File: config.mk
export PLATFORM = sky130hd
export DESIGN_NAME = prc_run_ctrl
export DESIGN_NICKNAME = d
export VERILOG_FILES = /design/src/common/prc_pkg.sv /design/src/common/prc_sync_if.sv /design/src/prc_in_sync.sv /design/src/prc_run_ctrl.sv
export VERILOG_INCLUDE_DIRS = /design/src /design/src/common
export SDC_FILE = /design/constraint.sdc
export NUM_CORES = 1
export LEC_CHECK = 0
export ABC_AREA = 1
export ABC_CLOCK_PERIOD_IN_PS = 4400
export BUFFER_PORTS_ARGS = -buffer_cell sky130_fd_sc_hd__buf_4
export CAP_MARGIN = 5
export CORE_UTILIZATION = 30
export CTS_BUF_LIST = sky130_fd_sc_hd__clkbuf_4 sky130_fd_sc_hd__clkbuf_8 sky130_fd_sc_hd__clkbuf_16
export CTS_CLUSTER_SIZE = 10
export DETAILED_ROUTE_END_ITERATION = 16
export SLEW_MARGIN = 25
export SYNTH_ARGS = -nofsm -noshare
export SYNTH_HDL_FRONTEND = slang
export SYNTH_SLANG_ARGS = --single-unit
File: constraint.sdc
create_clock -name CLK -period 4.4 [get_ports CLK]
set_clock_uncertainty 0.15 [all_clocks]
set_input_delay 0.22 -clock CLK [delete_from_list [all_inputs] [get_ports CLK]]
set_output_delay 0.22 -clock CLK [all_outputs]
set_load 0.1 [all_outputs]
File: src/common/prc_defines.svh
// Purpose: Register offsets, reset values and timing counts of the run controller
// Assumes: 32-bit APB data, one register per aligned word
// Notes: Included by the package and the design files
`ifndef PRC_DEFINES_SVH
`define PRC_DEFINES_SVH
`define PRC_OFF_CTRL 12'h000
`define PRC_OFF_STATUS 12'h004
`define PRC_OFF_EVENT 12'h008
`define PRC_OFF_MASK 12'h00C
`define PRC_OFF_PC 12'h010
`define PRC_OFF_PLEN 12'h014
`define PRC_CTRL_START 0
`define PRC_CTRL_RESET 1
`define PRC_CTRL_LOADED 2
`define PRC_EV_STOP 0
`define PRC_EV_WAIT 1
`define PRC_EV_TRIG 2
`define PRC_EV_RESET 3
`define PRC_NUM_EV 4
`define PRC_MASK_RST 4'h0
`define PRC_PLEN_RST 8'h10
`define PRC_SYNC_STAGES 3
`endif

File: src/common/prc_pkg.sv
// Purpose: Types shared by the run controller files
// Assumes: prc_defines.svh on the include path
// Notes: Holds types only
`include "prc_defines.svh"
package prc_pkg;
  typedef enum logic [1:0] {
    PRC_RESET,
    PRC_RUN,
    PRC_WAIT,
    PRC_STOP
  } prc_state_e;
  typedef enum logic [1:0] {
    PRC_OP_CONT,
    PRC_OP_WAIT,
    PRC_OP_STOP,
    PRC_OP_BRANCH
  } prc_op_e;
endpackage

File: src/common/prc_sync_if.sv
// Purpose: Carries one conditioned control input between modules
// Assumes: One clock domain
// Notes: level is active high after inversion of the pin
`timescale 1ns/100ps
`default_nettype none
interface prc_sync_if;
  logic level;
  logic fall;
  modport src (output level, output fall);
  modport dst (input level, input fall);
endinterface
`default_nettype wire

File: src/prc_in_sync.sv
// Purpose: Three-stage synchroniser and falling-edge detect of one low-active pin
// Assumes: Pin idles high through a pull-up
// Notes: First stage is read only by the second
`timescale 1ns/100ps
`default_nettype none
module prc_in_sync (
  // Clock and reset
  input wire logic CLK,
  input wire logic SYS_RST,
  // Pin and conditioned output
  input wire logic pin_n,
  prc_sync_if.src sync
);
  import prc_pkg::*;
  logic s1_r;
  logic s2_r;
  logic s3_r;
  logic lvl_r;
  // Reset to idle-high so a held pin still gives one edge after release
  always_ff @(posedge CLK) begin
    if (SYS_RST) begin
      s1_r <= 1'b1;
      s2_r <= 1'b1;
      s3_r <= 1'b1;
      lvl_r <= 1'b1;
    end else begin
      s1_r <= pin_n;
      s2_r <= s1_r;
      s3_r <= s2_r;
      if (s2_r == s3_r) begin
        lvl_r <= s3_r;
      end
    end
  end
  assign sync.level = ~lvl_r;
  assign sync.fall = lvl_r & (s2_r == s3_r) & ~s3_r;
endmodule
`default_nettype wire

File: src/prc_run_ctrl.sv
// Purpose: Run-state controller of a programmed pulse-sequence engine
// Assumes: Single 250 MHz clock; opcode of the current step arrives from the sequencer
// Notes: APB slave for start, reset, status, events and program length
`timescale 1ns/100ps
`default_nettype none
`include "prc_defines.svh"
module prc_run_ctrl #(
  parameter int PC_W = 8
) (
  // Clock and reset
  input wire logic CLK,
  input wire logic SYS_RST,
  // APB slave
  input wire logic PSEL,
  input wire logic PENABLE,
  input wire logic PWRITE,
  input wire logic [11:0] PADDR,
  input wire logic [31:0] PWDATA,
  output logic [31:0] PRDATA,
  output logic PREADY,
  output logic PSLVERR,
  // External low-active control pins
  input wire logic EXT_TRIGGER_IN_N,
  input wire logic EXT_RESET_IN_N,
  // Sequencer side
  input wire prc_pkg::prc_op_e OPCODE,
  output logic [PC_W-1:0] PC,
  output logic STEP,
  // Status outputs
  output logic STAT_STOPPED,
  output logic STAT_RESET_N,
  output logic STAT_RUNNING,
  output logic STAT_WAITING,
  // Interrupt
  output logic IRQ
);
  import prc_pkg::*;
  prc_sync_if trg_s ();
  prc_sync_if rst_s ();
  prc_state_e state_r;
  logic [PC_W-1:0] pc_r;
  logic [PC_W-1:0] plen_r;
  logic loaded_r;
  logic [`PRC_NUM_EV-1:0] ev_r;
  logic [`PRC_NUM_EV-1:0] mask_r;
  logic [`PRC_NUM_EV-1:0] ev_set;
  logic [31:0] rdata_nxt;
  logic sw_start;
  logic sw_reset;
  logic wr_acc;
  logic rd_acc;
  logic ext_trigger_in;
  logic hold_rst;
  logic go;
  logic ev_rd;

  // Both pins conditioned identically
  prc_in_sync u_trg (
    .CLK(CLK),
    .SYS_RST(SYS_RST),
    .pin_n(EXT_TRIGGER_IN_N),
    .sync(trg_s.src)
  );
  prc_in_sync u_rst (
    .CLK(CLK),
    .SYS_RST(SYS_RST),
    .pin_n(EXT_RESET_IN_N),
    .sync(rst_s.src)
  );

  // Zero-wait APB; every access completes in its access phase
  assign PREADY = 1'b1;
  assign wr_acc = PSEL & PENABLE & PWRITE;
  assign rd_acc = PSEL & PENABLE & ~PWRITE;
  assign PSLVERR = PSEL & PENABLE & ~(PADDR == `PRC_OFF_CTRL || PADDR == `PRC_OFF_STATUS
    || PADDR == `PRC_OFF_EVENT || PADDR == `PRC_OFF_MASK || PADDR == `PRC_OFF_PC
    || PADDR == `PRC_OFF_PLEN);
  assign sw_start = wr_acc & (PADDR == `PRC_OFF_CTRL) & PWDATA[`PRC_CTRL_START];
  assign sw_reset = wr_acc & (PADDR == `PRC_OFF_CTRL) & PWDATA[`PRC_CTRL_RESET];
  assign ev_rd = rd_acc & (PADDR == `PRC_OFF_EVENT);

  // Held low pin counts every cycle, so a level trigger keeps firing
  assign hold_rst = rst_s.level;
  assign ext_trigger_in = trg_s.fall | trg_s.level;
  assign go = (ext_trigger_in | sw_start) & loaded_r & ~hold_rst;

  always_ff @(posedge CLK) begin
    if (SYS_RST) begin
      loaded_r <= 1'b0;
      plen_r <= `PRC_PLEN_RST;
      mask_r <= `PRC_MASK_RST;
    end else if (wr_acc) begin
      if (PADDR == `PRC_OFF_CTRL) begin
        loaded_r <= PWDATA[`PRC_CTRL_LOADED];
      end
      if (PADDR == `PRC_OFF_PLEN) begin
        plen_r <= PWDATA[PC_W-1:0];
      end
      if (PADDR == `PRC_OFF_MASK) begin
        mask_r <= PWDATA[`PRC_NUM_EV-1:0];
      end
    end
  end

  // Run state and program position
  always_ff @(posedge CLK) begin
    if (SYS_RST) begin
      state_r <= PRC_RESET;
      pc_r <= '0;
    end else if (hold_rst || sw_reset) begin
      state_r <= PRC_RESET;
      pc_r <= '0;
    end else begin
      case (state_r)
        PRC_RESET: begin
          if (go) begin
            state_r <= PRC_RUN;
            pc_r <= '0;
          end
        end
        PRC_RUN: begin
          case (OPCODE)
            PRC_OP_WAIT: state_r <= PRC_WAIT;
            PRC_OP_STOP: state_r <= PRC_STOP;
            PRC_OP_BRANCH: pc_r <= '0;
            default: pc_r <= (pc_r + 1'b1 >= plen_r) ? '0 : PC_W'(pc_r + 1'b1);
          endcase
        end
        PRC_WAIT: begin
          if (go) begin
            state_r <= PRC_RUN;
            pc_r <= (pc_r + 1'b1 >= plen_r) ? '0 : PC_W'(pc_r + 1'b1);
          end
        end
        PRC_STOP: begin
          // Restart from the top on go; no reset is needed first
          if (go) begin
            state_r <= PRC_RUN;
            pc_r <= '0;
          end
        end
        default: state_r <= PRC_RESET;
      endcase
    end
  end

  // Status pins from flops, one cycle after state
  always_ff @(posedge CLK) begin
    if (SYS_RST) begin
      STAT_STOPPED <= 1'b0;
      STAT_RESET_N <= 1'b0;
      STAT_RUNNING <= 1'b0;
      STAT_WAITING <= 1'b0;
    end else begin
      STAT_STOPPED <= (state_r == PRC_STOP);
      STAT_RESET_N <= (state_r != PRC_RESET);
      STAT_RUNNING <= (state_r == PRC_RUN);
      STAT_WAITING <= (state_r == PRC_WAIT);
    end
  end

  assign PC = pc_r;
  assign STEP = (state_r == PRC_RUN);

  // Sticky events; set wins over read clear
  always_comb begin
    ev_set = '0;
    ev_set[`PRC_EV_STOP] = (state_r == PRC_RUN) & (OPCODE == PRC_OP_STOP);
    ev_set[`PRC_EV_WAIT] = (state_r == PRC_RUN) & (OPCODE == PRC_OP_WAIT);
    ev_set[`PRC_EV_TRIG] = trg_s.fall;
    ev_set[`PRC_EV_RESET] = rst_s.fall;
  end
  always_ff @(posedge CLK) begin
    if (SYS_RST) begin
      ev_r <= '0;
    end else begin
      // Clear only what the read returned, so an event landing on the setup edge is kept
      ev_r <= (ev_r & ~(ev_rd ? PRDATA[`PRC_NUM_EV-1:0] : '0)) | ev_set;
    end
  end
  assign IRQ = |(ev_r & mask_r);

  always_comb begin
    rdata_nxt = '0;
    case (PADDR)
      `PRC_OFF_CTRL: rdata_nxt[`PRC_CTRL_LOADED] = loaded_r;
      `PRC_OFF_STATUS: rdata_nxt[3:0] = {STAT_WAITING, STAT_RUNNING, STAT_RESET_N, STAT_STOPPED};
      `PRC_OFF_EVENT: rdata_nxt[`PRC_NUM_EV-1:0] = ev_r;
      `PRC_OFF_MASK: rdata_nxt[`PRC_NUM_EV-1:0] = mask_r;
      `PRC_OFF_PC: rdata_nxt[PC_W-1:0] = pc_r;
      `PRC_OFF_PLEN: rdata_nxt[PC_W-1:0] = plen_r;
      default: rdata_nxt = '0;
    endcase
  end
  // Read data registered in setup so it is stable in access
  always_ff @(posedge CLK) begin
    if (SYS_RST) begin
      PRDATA <= '0;
    end else if (PSEL && !PENABLE) begin
      PRDATA <= rdata_nxt;
    end
  end

  chk_reset_hold: assert property (@(posedge CLK) disable iff (SYS_RST)
    hold_rst |=> state_r == PRC_RESET ##1 !STAT_RUNNING)
    else $error("reset input did not hold reset");
  chk_stop_flag: assert property (@(posedge CLK) disable iff (SYS_RST)
    state_r == PRC_RUN && OPCODE == PRC_OP_STOP && !hold_rst && !sw_reset |=> ##1 STAT_STOPPED)
    else $error("stopped not raised");
  chk_reset_low: assert property (@(posedge CLK) disable iff (SYS_RST)
    state_r == PRC_RESET |=> !STAT_RESET_N)
    else $error("reset status not low");
  chk_run_high: assert property (@(posedge CLK) disable iff (SYS_RST)
    state_r == PRC_RUN |=> STAT_RUNNING)
    else $error("running not high");
  chk_idle_low: assert property (@(posedge CLK) disable iff (SYS_RST)
    state_r inside {PRC_RESET, PRC_STOP, PRC_WAIT} |=> !STAT_RUNNING)
    else $error("running high while idle");
  chk_wait_resume: assert property (@(posedge CLK) disable iff (SYS_RST)
    state_r == PRC_WAIT && go && !sw_reset |=>
      state_r == PRC_RUN && pc_r != $past(pc_r) || plen_r == 1)
    else $error("pause did not resume to next step");
  chk_trig_start: assert property (@(posedge CLK) disable iff (SYS_RST)
    state_r inside {PRC_RESET, PRC_STOP} && go && !sw_reset |=> state_r == PRC_RUN && pc_r == '0)
    else $error("trigger did not restart");
  chk_reset_pc: assert property (@(posedge CLK) disable iff (SYS_RST)
    hold_rst |=> pc_r == '0)
    else $error("position not cleared by reset");
  chk_no_load: assert property (@(posedge CLK) disable iff (SYS_RST)
    state_r == PRC_RESET && !loaded_r && !hold_rst |=> state_r == PRC_RESET)
    else $error("started without program");
  cov_run_stop: cover property (@(posedge CLK) disable iff (SYS_RST)
    state_r == PRC_RUN ##[1:50] state_r == PRC_STOP);
  cov_wait_go: cover property (@(posedge CLK) disable iff (SYS_RST)
    state_r == PRC_WAIT ##1 state_r == PRC_RUN);
  cov_ext_rst: cover property (@(posedge CLK) disable iff (SYS_RST) rst_s.fall);
  cov_irq: cover property (@(posedge CLK) disable iff (SYS_RST) IRQ);
endmodule
`default_nettype wire

# Yosys cells after proc, flatten, opt, wreduce, memory -nomap -nowiden
# Index checks and enable logic that the tools add are counted.
# W data, S select, Z words.
[word_totals]
output_inout_bits = 48
in_bits = 53
wordCells = 101
register_bits = 47
[op_classes]
magnitude_cmp = 1
mux = 13
reduce_logical = 21
addsub = 1
n_eq_ne = 18
bitwise_logic = 28
[op_table]
columns = ["cell", "n"]
rows = [
  ["$eq A12 B4 Y1 const B", 2],
  ["$eq A12 B5 Y1 const B", 2],
  ["$mux W8", 3],
  ["$pmux W8 S3", 1],
  ["$and A1 B1 Y1", 16],
  ["$pmux W8 S2", 1],
  ["$eq A12 B3 Y1 const B", 1],
  ["$logic_not A12 Y1", 1],
  ["$pmux W2 S5", 1],
  ["$add A8 B1 Y8 const B", 1],
  ["$and A4 B4 Y4", 2],
  ["$eq A2 B2 Y1 const B", 4],
  ["$ge A8 B8 Y1", 1],
  ["$pmux W2 S2", 2],
  ["$pmux W4 S2", 1],
  ["$reduce_and A2 Y1", 4],
  ["$logic_or A1 B1 Y1", 6],
  ["$not A1 Y1", 6],
  ["$pmux W1 S6", 1],
  ["$reduce_or A2 Y1", 3],
  ["$pmux W1 S5", 1],
  ["$eq A2 B1 Y1 const B", 2],
  ["$mux W4", 1],
  ["$ne A2 B1 Y1 const B", 2],
  ["other kinds (14)", 17],
]

# Longest topological paths before layout
[depth]
depth_word = 9
mapped_depth = 14

# By module
# From an unflattened synthesis, not the netlist that was laid out.
[unflattened]
hier_cells = 393
area_unflattened_um2 = 2800.2
[modules_own_cells]
columns = ["module", "cells_per_inst", "area_per_inst_um2", "n_inst", "seq_area_each_um2"]
rows = [
  ["prc_run_ctrl", 369, 2557.5, 1, 780.7],
  ["prc_in_sync", 12, 121.4, 2, 80.1],
]

# Worst setup path before layout
# Ideal clock, no wire load.
[synth_path]
path_kind = "register to register"
start = "register pc_r[0] (netlist: PC[0])"
end = "register pc_r[5] (netlist: PC[5])"
n_path_buf = 0
required_ns = 4.186
slack_ns = 1.238
path_stages_with_launch = 15
synth_period_minus_slack_ns = 3.162
arrival_time_ns = 2.949
path_cell_list = "dfxtp_1 ha_1 nand3_1 nor2_1 nand2_1 xor2_1 inv_1 ha_1 nand2_1 nor2_1 nor3_2 nand3_1 nor3_1 nor2_1 nor2_1"
[synth_via]
elab_chain_cells = 5
[synth_rtl]
columns = ["item", "line_no", "rtl"]
rows = [
  ["start, declared", "prc_run_ctrl.sv:41", "logic [PC_W-1:0] pc_r;"],
  ["start signal, assigned", "prc_run_ctrl.sv:126", "default: pc_r <= (pc_r + 1'b1 >= plen_r) ? '0 : PC_W'(pc_r + 1'b1);"],
  ["start signal, assigned", "prc_run_ctrl.sv:132", "pc_r <= (pc_r + 1'b1 >= plen_r) ? '0 : PC_W'(pc_r + 1'b1);"],
  ["$add A8 B1 Y8 *", "prc_run_ctrl.sv:126, prc_run_ctrl.sv:132", ""],
  ["$ge A8 B8 Y1", "prc_run_ctrl.sv:126, prc_run_ctrl.sv:132", ""],
  ["$mux W8 *", "prc_run_ctrl.sv:126, prc_run_ctrl.sv:132", ""],
  ["$pmux W8 S2 / $mux W8 (equally long branches)", "prc_run_ctrl.sv:122, prc_run_ctrl.sv:130", ""],
  ["$pmux W8 S3 *", "prc_run_ctrl.sv:114", "case (state_r)"],
]
# Mark *: on every way between the ends. The rest lies on a longest branch, timed or not. The select of a mux whose other input is x is not followed.
# A chain may end at the register's enable or synchronous reset.

# Worst setup path in the final report
# Same ends and word-level chain as after synthesis.

==> results.py <==
metrics = {
    "outcome": {
        "status": "completed",
    },
    "timing": {
        "finalCriticalPeriod_ns": 2.77,
        "rsz0062_at_grt": "false",
        "period_share_pct": 63.0,
        "finalMaxSlewViolations": 0,
        "setup_violations": 0,
        "worst_pin_slew_ns": 0.951,
        "maxSlewHeadroom_pct": 36.3,
        "fmax_mhz": 361,
        "setup_tns_ns": 0,
        "finalHoldViolCount": 0,
    },
    "detailed_routing": {
        "num_vias": 2541,
        "drcViolationCount": 0,
        "wirelength_mm": 6.45,
        "wl_per_cell_um": 11.4,
        "drt-pass1-iter-count": 4,
        "ant_nets": 0,
        "first_iter_violations": 86,
        "vias_per_cell": 4.51,
    },
    "critical_path": {
        "startpoint": "PC[0]",
        "critPathKind": "flip-flop to flip-flop",
        "max_stage_delay_ns": 0.51,
        "timing.critical_path.mode_cell": "nor2_1",
        "end_kind": "flip-flop",
        "reg2reg_from": "PC[0]",
        "crit_fanout": 7,
        "path_cells": "ha_1, nand3_1, nor2_1, nand2_1, xor2_1, inv_1, ha_1, nand2_1, nor2_1, nor3_2, nand3_1, nor3_1, nor2_1, nor2_1",
        "cp-start-kind": "flip-flop",
        "crit_required_ns": 4.49,
        "arrival_ns": 2.87,
        "cpMaxStageDelayCell": "dfxtp_1",
    },
    "global_route": {
        "grt_max_degree": 27,
        "antenna_found_initial": 0,
        "busiest_layer": "met2",
        "gr-total-overflow": 0,
        "grt_usage_pct": 13.8,
        "use_met2_pct": 23.3,
        "met1_usage_pct": 17.7,
        "grtUsageMet3_pct": 2.34,
        "grt_pass1_vias": 2351,
        "grt_first_pass_wirelength_mm": 10.8,
    },
    "logic_synthesis": {
        "syn_inst": 398,
        "synth_area_per_cell_um2": 7.10,
        "ys_seq_area_share_pct": 33.3,
        "synthArstFlopShare_pct": 0,
        "synth_warnings": 0,
        "syn_area_mm2": 0.00282,
        "ys_types": 33,
        "synth_edf_count": 0,
        "synthFlopType": "dfxtp_1",
        "ys_ff_latch": 47,
    },
    "worst_hold_path": {
        "hold_path_class": "primary input to flip-flop",
        "holdCritStartpoint": "PWDATA[6]",
    },
    "finish": {
        "n_antenna_cell": 0,
        "multi_input_area_mm2": 0.00151,
        "finalNonFillerCells": 564,
        "fin_nets": 521,
        "fill_cells": 997,
        "drive_above_1_share_pct": 19.2,
        "final_common_cell": "inv_1",
        "area_delta_synth_final_pct": 18.1,
        "regArea_um2": 941,
        "final_cell_mix": "inv_1 (59), nand2_1 (56), buf_4 (51)",
    },
    "cts": {
        "cts_root_buf": "clkbuf_8",
        "cts_buffers": 5,
        "path_clk_slew_ns": 0.09,
        "cts_resized": 0,
        "cts_tree": "done",
        "h-tree-depth": 2,
        "clock_sinks": 47,
        "clk_latency_ns": 0.31,
        "clockBufferDepth": 2,
    },
    "power": {
        "powerDensity_mw_per_mm2": 268,
        "power.leakage_nw": 1.58,
        "peakVddDrop_mv": 0.0850,
    },
    "floorplan": {
        "ios": 101,
        "die_w_um": 99.0,
        "die_y_um": 99.0,
        "core_area_mm2": 0.00920,
        "dieArea_mm2": 0.00980,
        "fp-row-count": 35,
        "initial_utilization_pct": 30.7,
    },
    "placement": {
        "place_inst": 552,
        "gp_congestion": 0.837,
        "port_buffers": 51,
        "dp_hpwl_mm": 5.18,
    },
    "job": {
        "maxCapViolations": 0,
    },
}
## sequential cells by signal, indices dropped and copies added (netlist names), 2 cells and up
name / flops
PRDATA: 8
mask_r: 4
state_r: 2
plen_r: 8
PC: 8
ev_r: 4
## cells by family after synthesis
family | Yosys count | share of synthesized area [%]
other cells | 2 | 0.266
buf+inv | 92 | 16.2
flops | 47 | 33.3
fa+ha+maj | 16 | 7.09
compound gates | 63 | 12.3
simple gates | 174 | 29.6
xor+xnor | 4 | 1.24
## report_power, final
group	switching, mW	leakage, nW	internal (mW)
clock	0.155	0.0485	0.114
sequential	0.00367	0.381	0.431
combinational	0.157	1.15	0.0341
total	0.316	1.58	0.580
## metrics by stage
stage / hold slack [ns] / cell area (um2) / setup slack (ns) / utilization, % / total power [mW]
6_report: 0.00596 / 3340 / 1.63 / 36.3 / 0.895
5_1_grt: 0.0181 / 3340 / 1.36 / 36.3 / 0.931
4_1_cts: 0.00284 / 3340 / 1.57 / 36.3 / 0.905
3_5_place_dp: 0.244 / 3200 / 1.61 / 34.8 / 0.634
3_3_place_gp: 0.245 / 3200 / 1.70 / 34.8 / 0.633
2_1_floorplan: 0.154 / 2910 / 1.24 / - / 0.615
## metal layers
metal  wire length (um)  vias to the layer above
met1               3020                     1125
met4                 86                        0
met3                397                        6
met2               2950                       76
met5                  0                        -
li1                   -                     1334
## layout make-up
class / instances / area share (%)
multi-input cells: 282 / 45.3
flip-flops and latches: 47 / 28.2
repair buffers: 55 / 12.7
inverters: 61 / 6.86
well taps: 111 / 4.16
clock buffers: 5 / 2.06
clock inverters: 3 / 0.675
## worst paths after layout
| kind | endpoint | slack [ns] | depth (start not counted) |
|---|---|---|---|
| max | PC[5] | 1.63 | 14 |
| min reg2reg | u_rst.s2_r | 0.25 | 1 |
| min | plen_r[6] | 0.006 | 3 |
| max reg2reg | PC[5] | 1.63 | 14 |
## critical path, delay by kind of cell, from the launching register on
family / cells / cell delay [ns]
adder cells (fa/ha/maj): 2 / 0.53
AND/OR/NAND/NOR: 10 / 1.28
XOR/XNOR: 1 / 0.18
flip-flops: 1 / 0.51
buffers and inverters: 1 / 0.07
## synthesized netlist by cell type (3+ instances only)
| cell | count | area [um2] |
|---|---|---|
| nor2_4 | 3 | 33.8 |
| ha_1 | 16 | 200 |
| nor3_1 | 13 | 65.1 |
| o221ai_1 | 4 | 35.0 |
| buf_4 | 25 | 188 |
| nor2_2 | 5 | 31.3 |
| or2_2 | 7 | 43.8 |
| a21oi_1 | 18 | 90.1 |
| nand3_1 | 22 | 110 |
| nand2_4 | 3 | 33.8 |
| nor2_1 | 49 | 184 |
| inv_1 | 59 | 221 |
| o22ai_1 | 4 | 25.0 |
| nand2_1 | 56 | 210 |
| xor2_1 | 3 | 26.3 |
| nand4_1 | 8 | 50.1 |
| o21ai_0 | 31 | 155 |
| nand2_2 | 3 | 18.8 |
| dfxtp_1 | 47 | 941 |
## what timing repair did
action / 4_1_cts / 5_1_grt
setup endpoints to repair: 0 / 0
hold buffers: 4 / 0
endpoints found under the hold margin: 4 / 0
buffers inserted: 0 / 0
(Power assumes the default switching activity.)
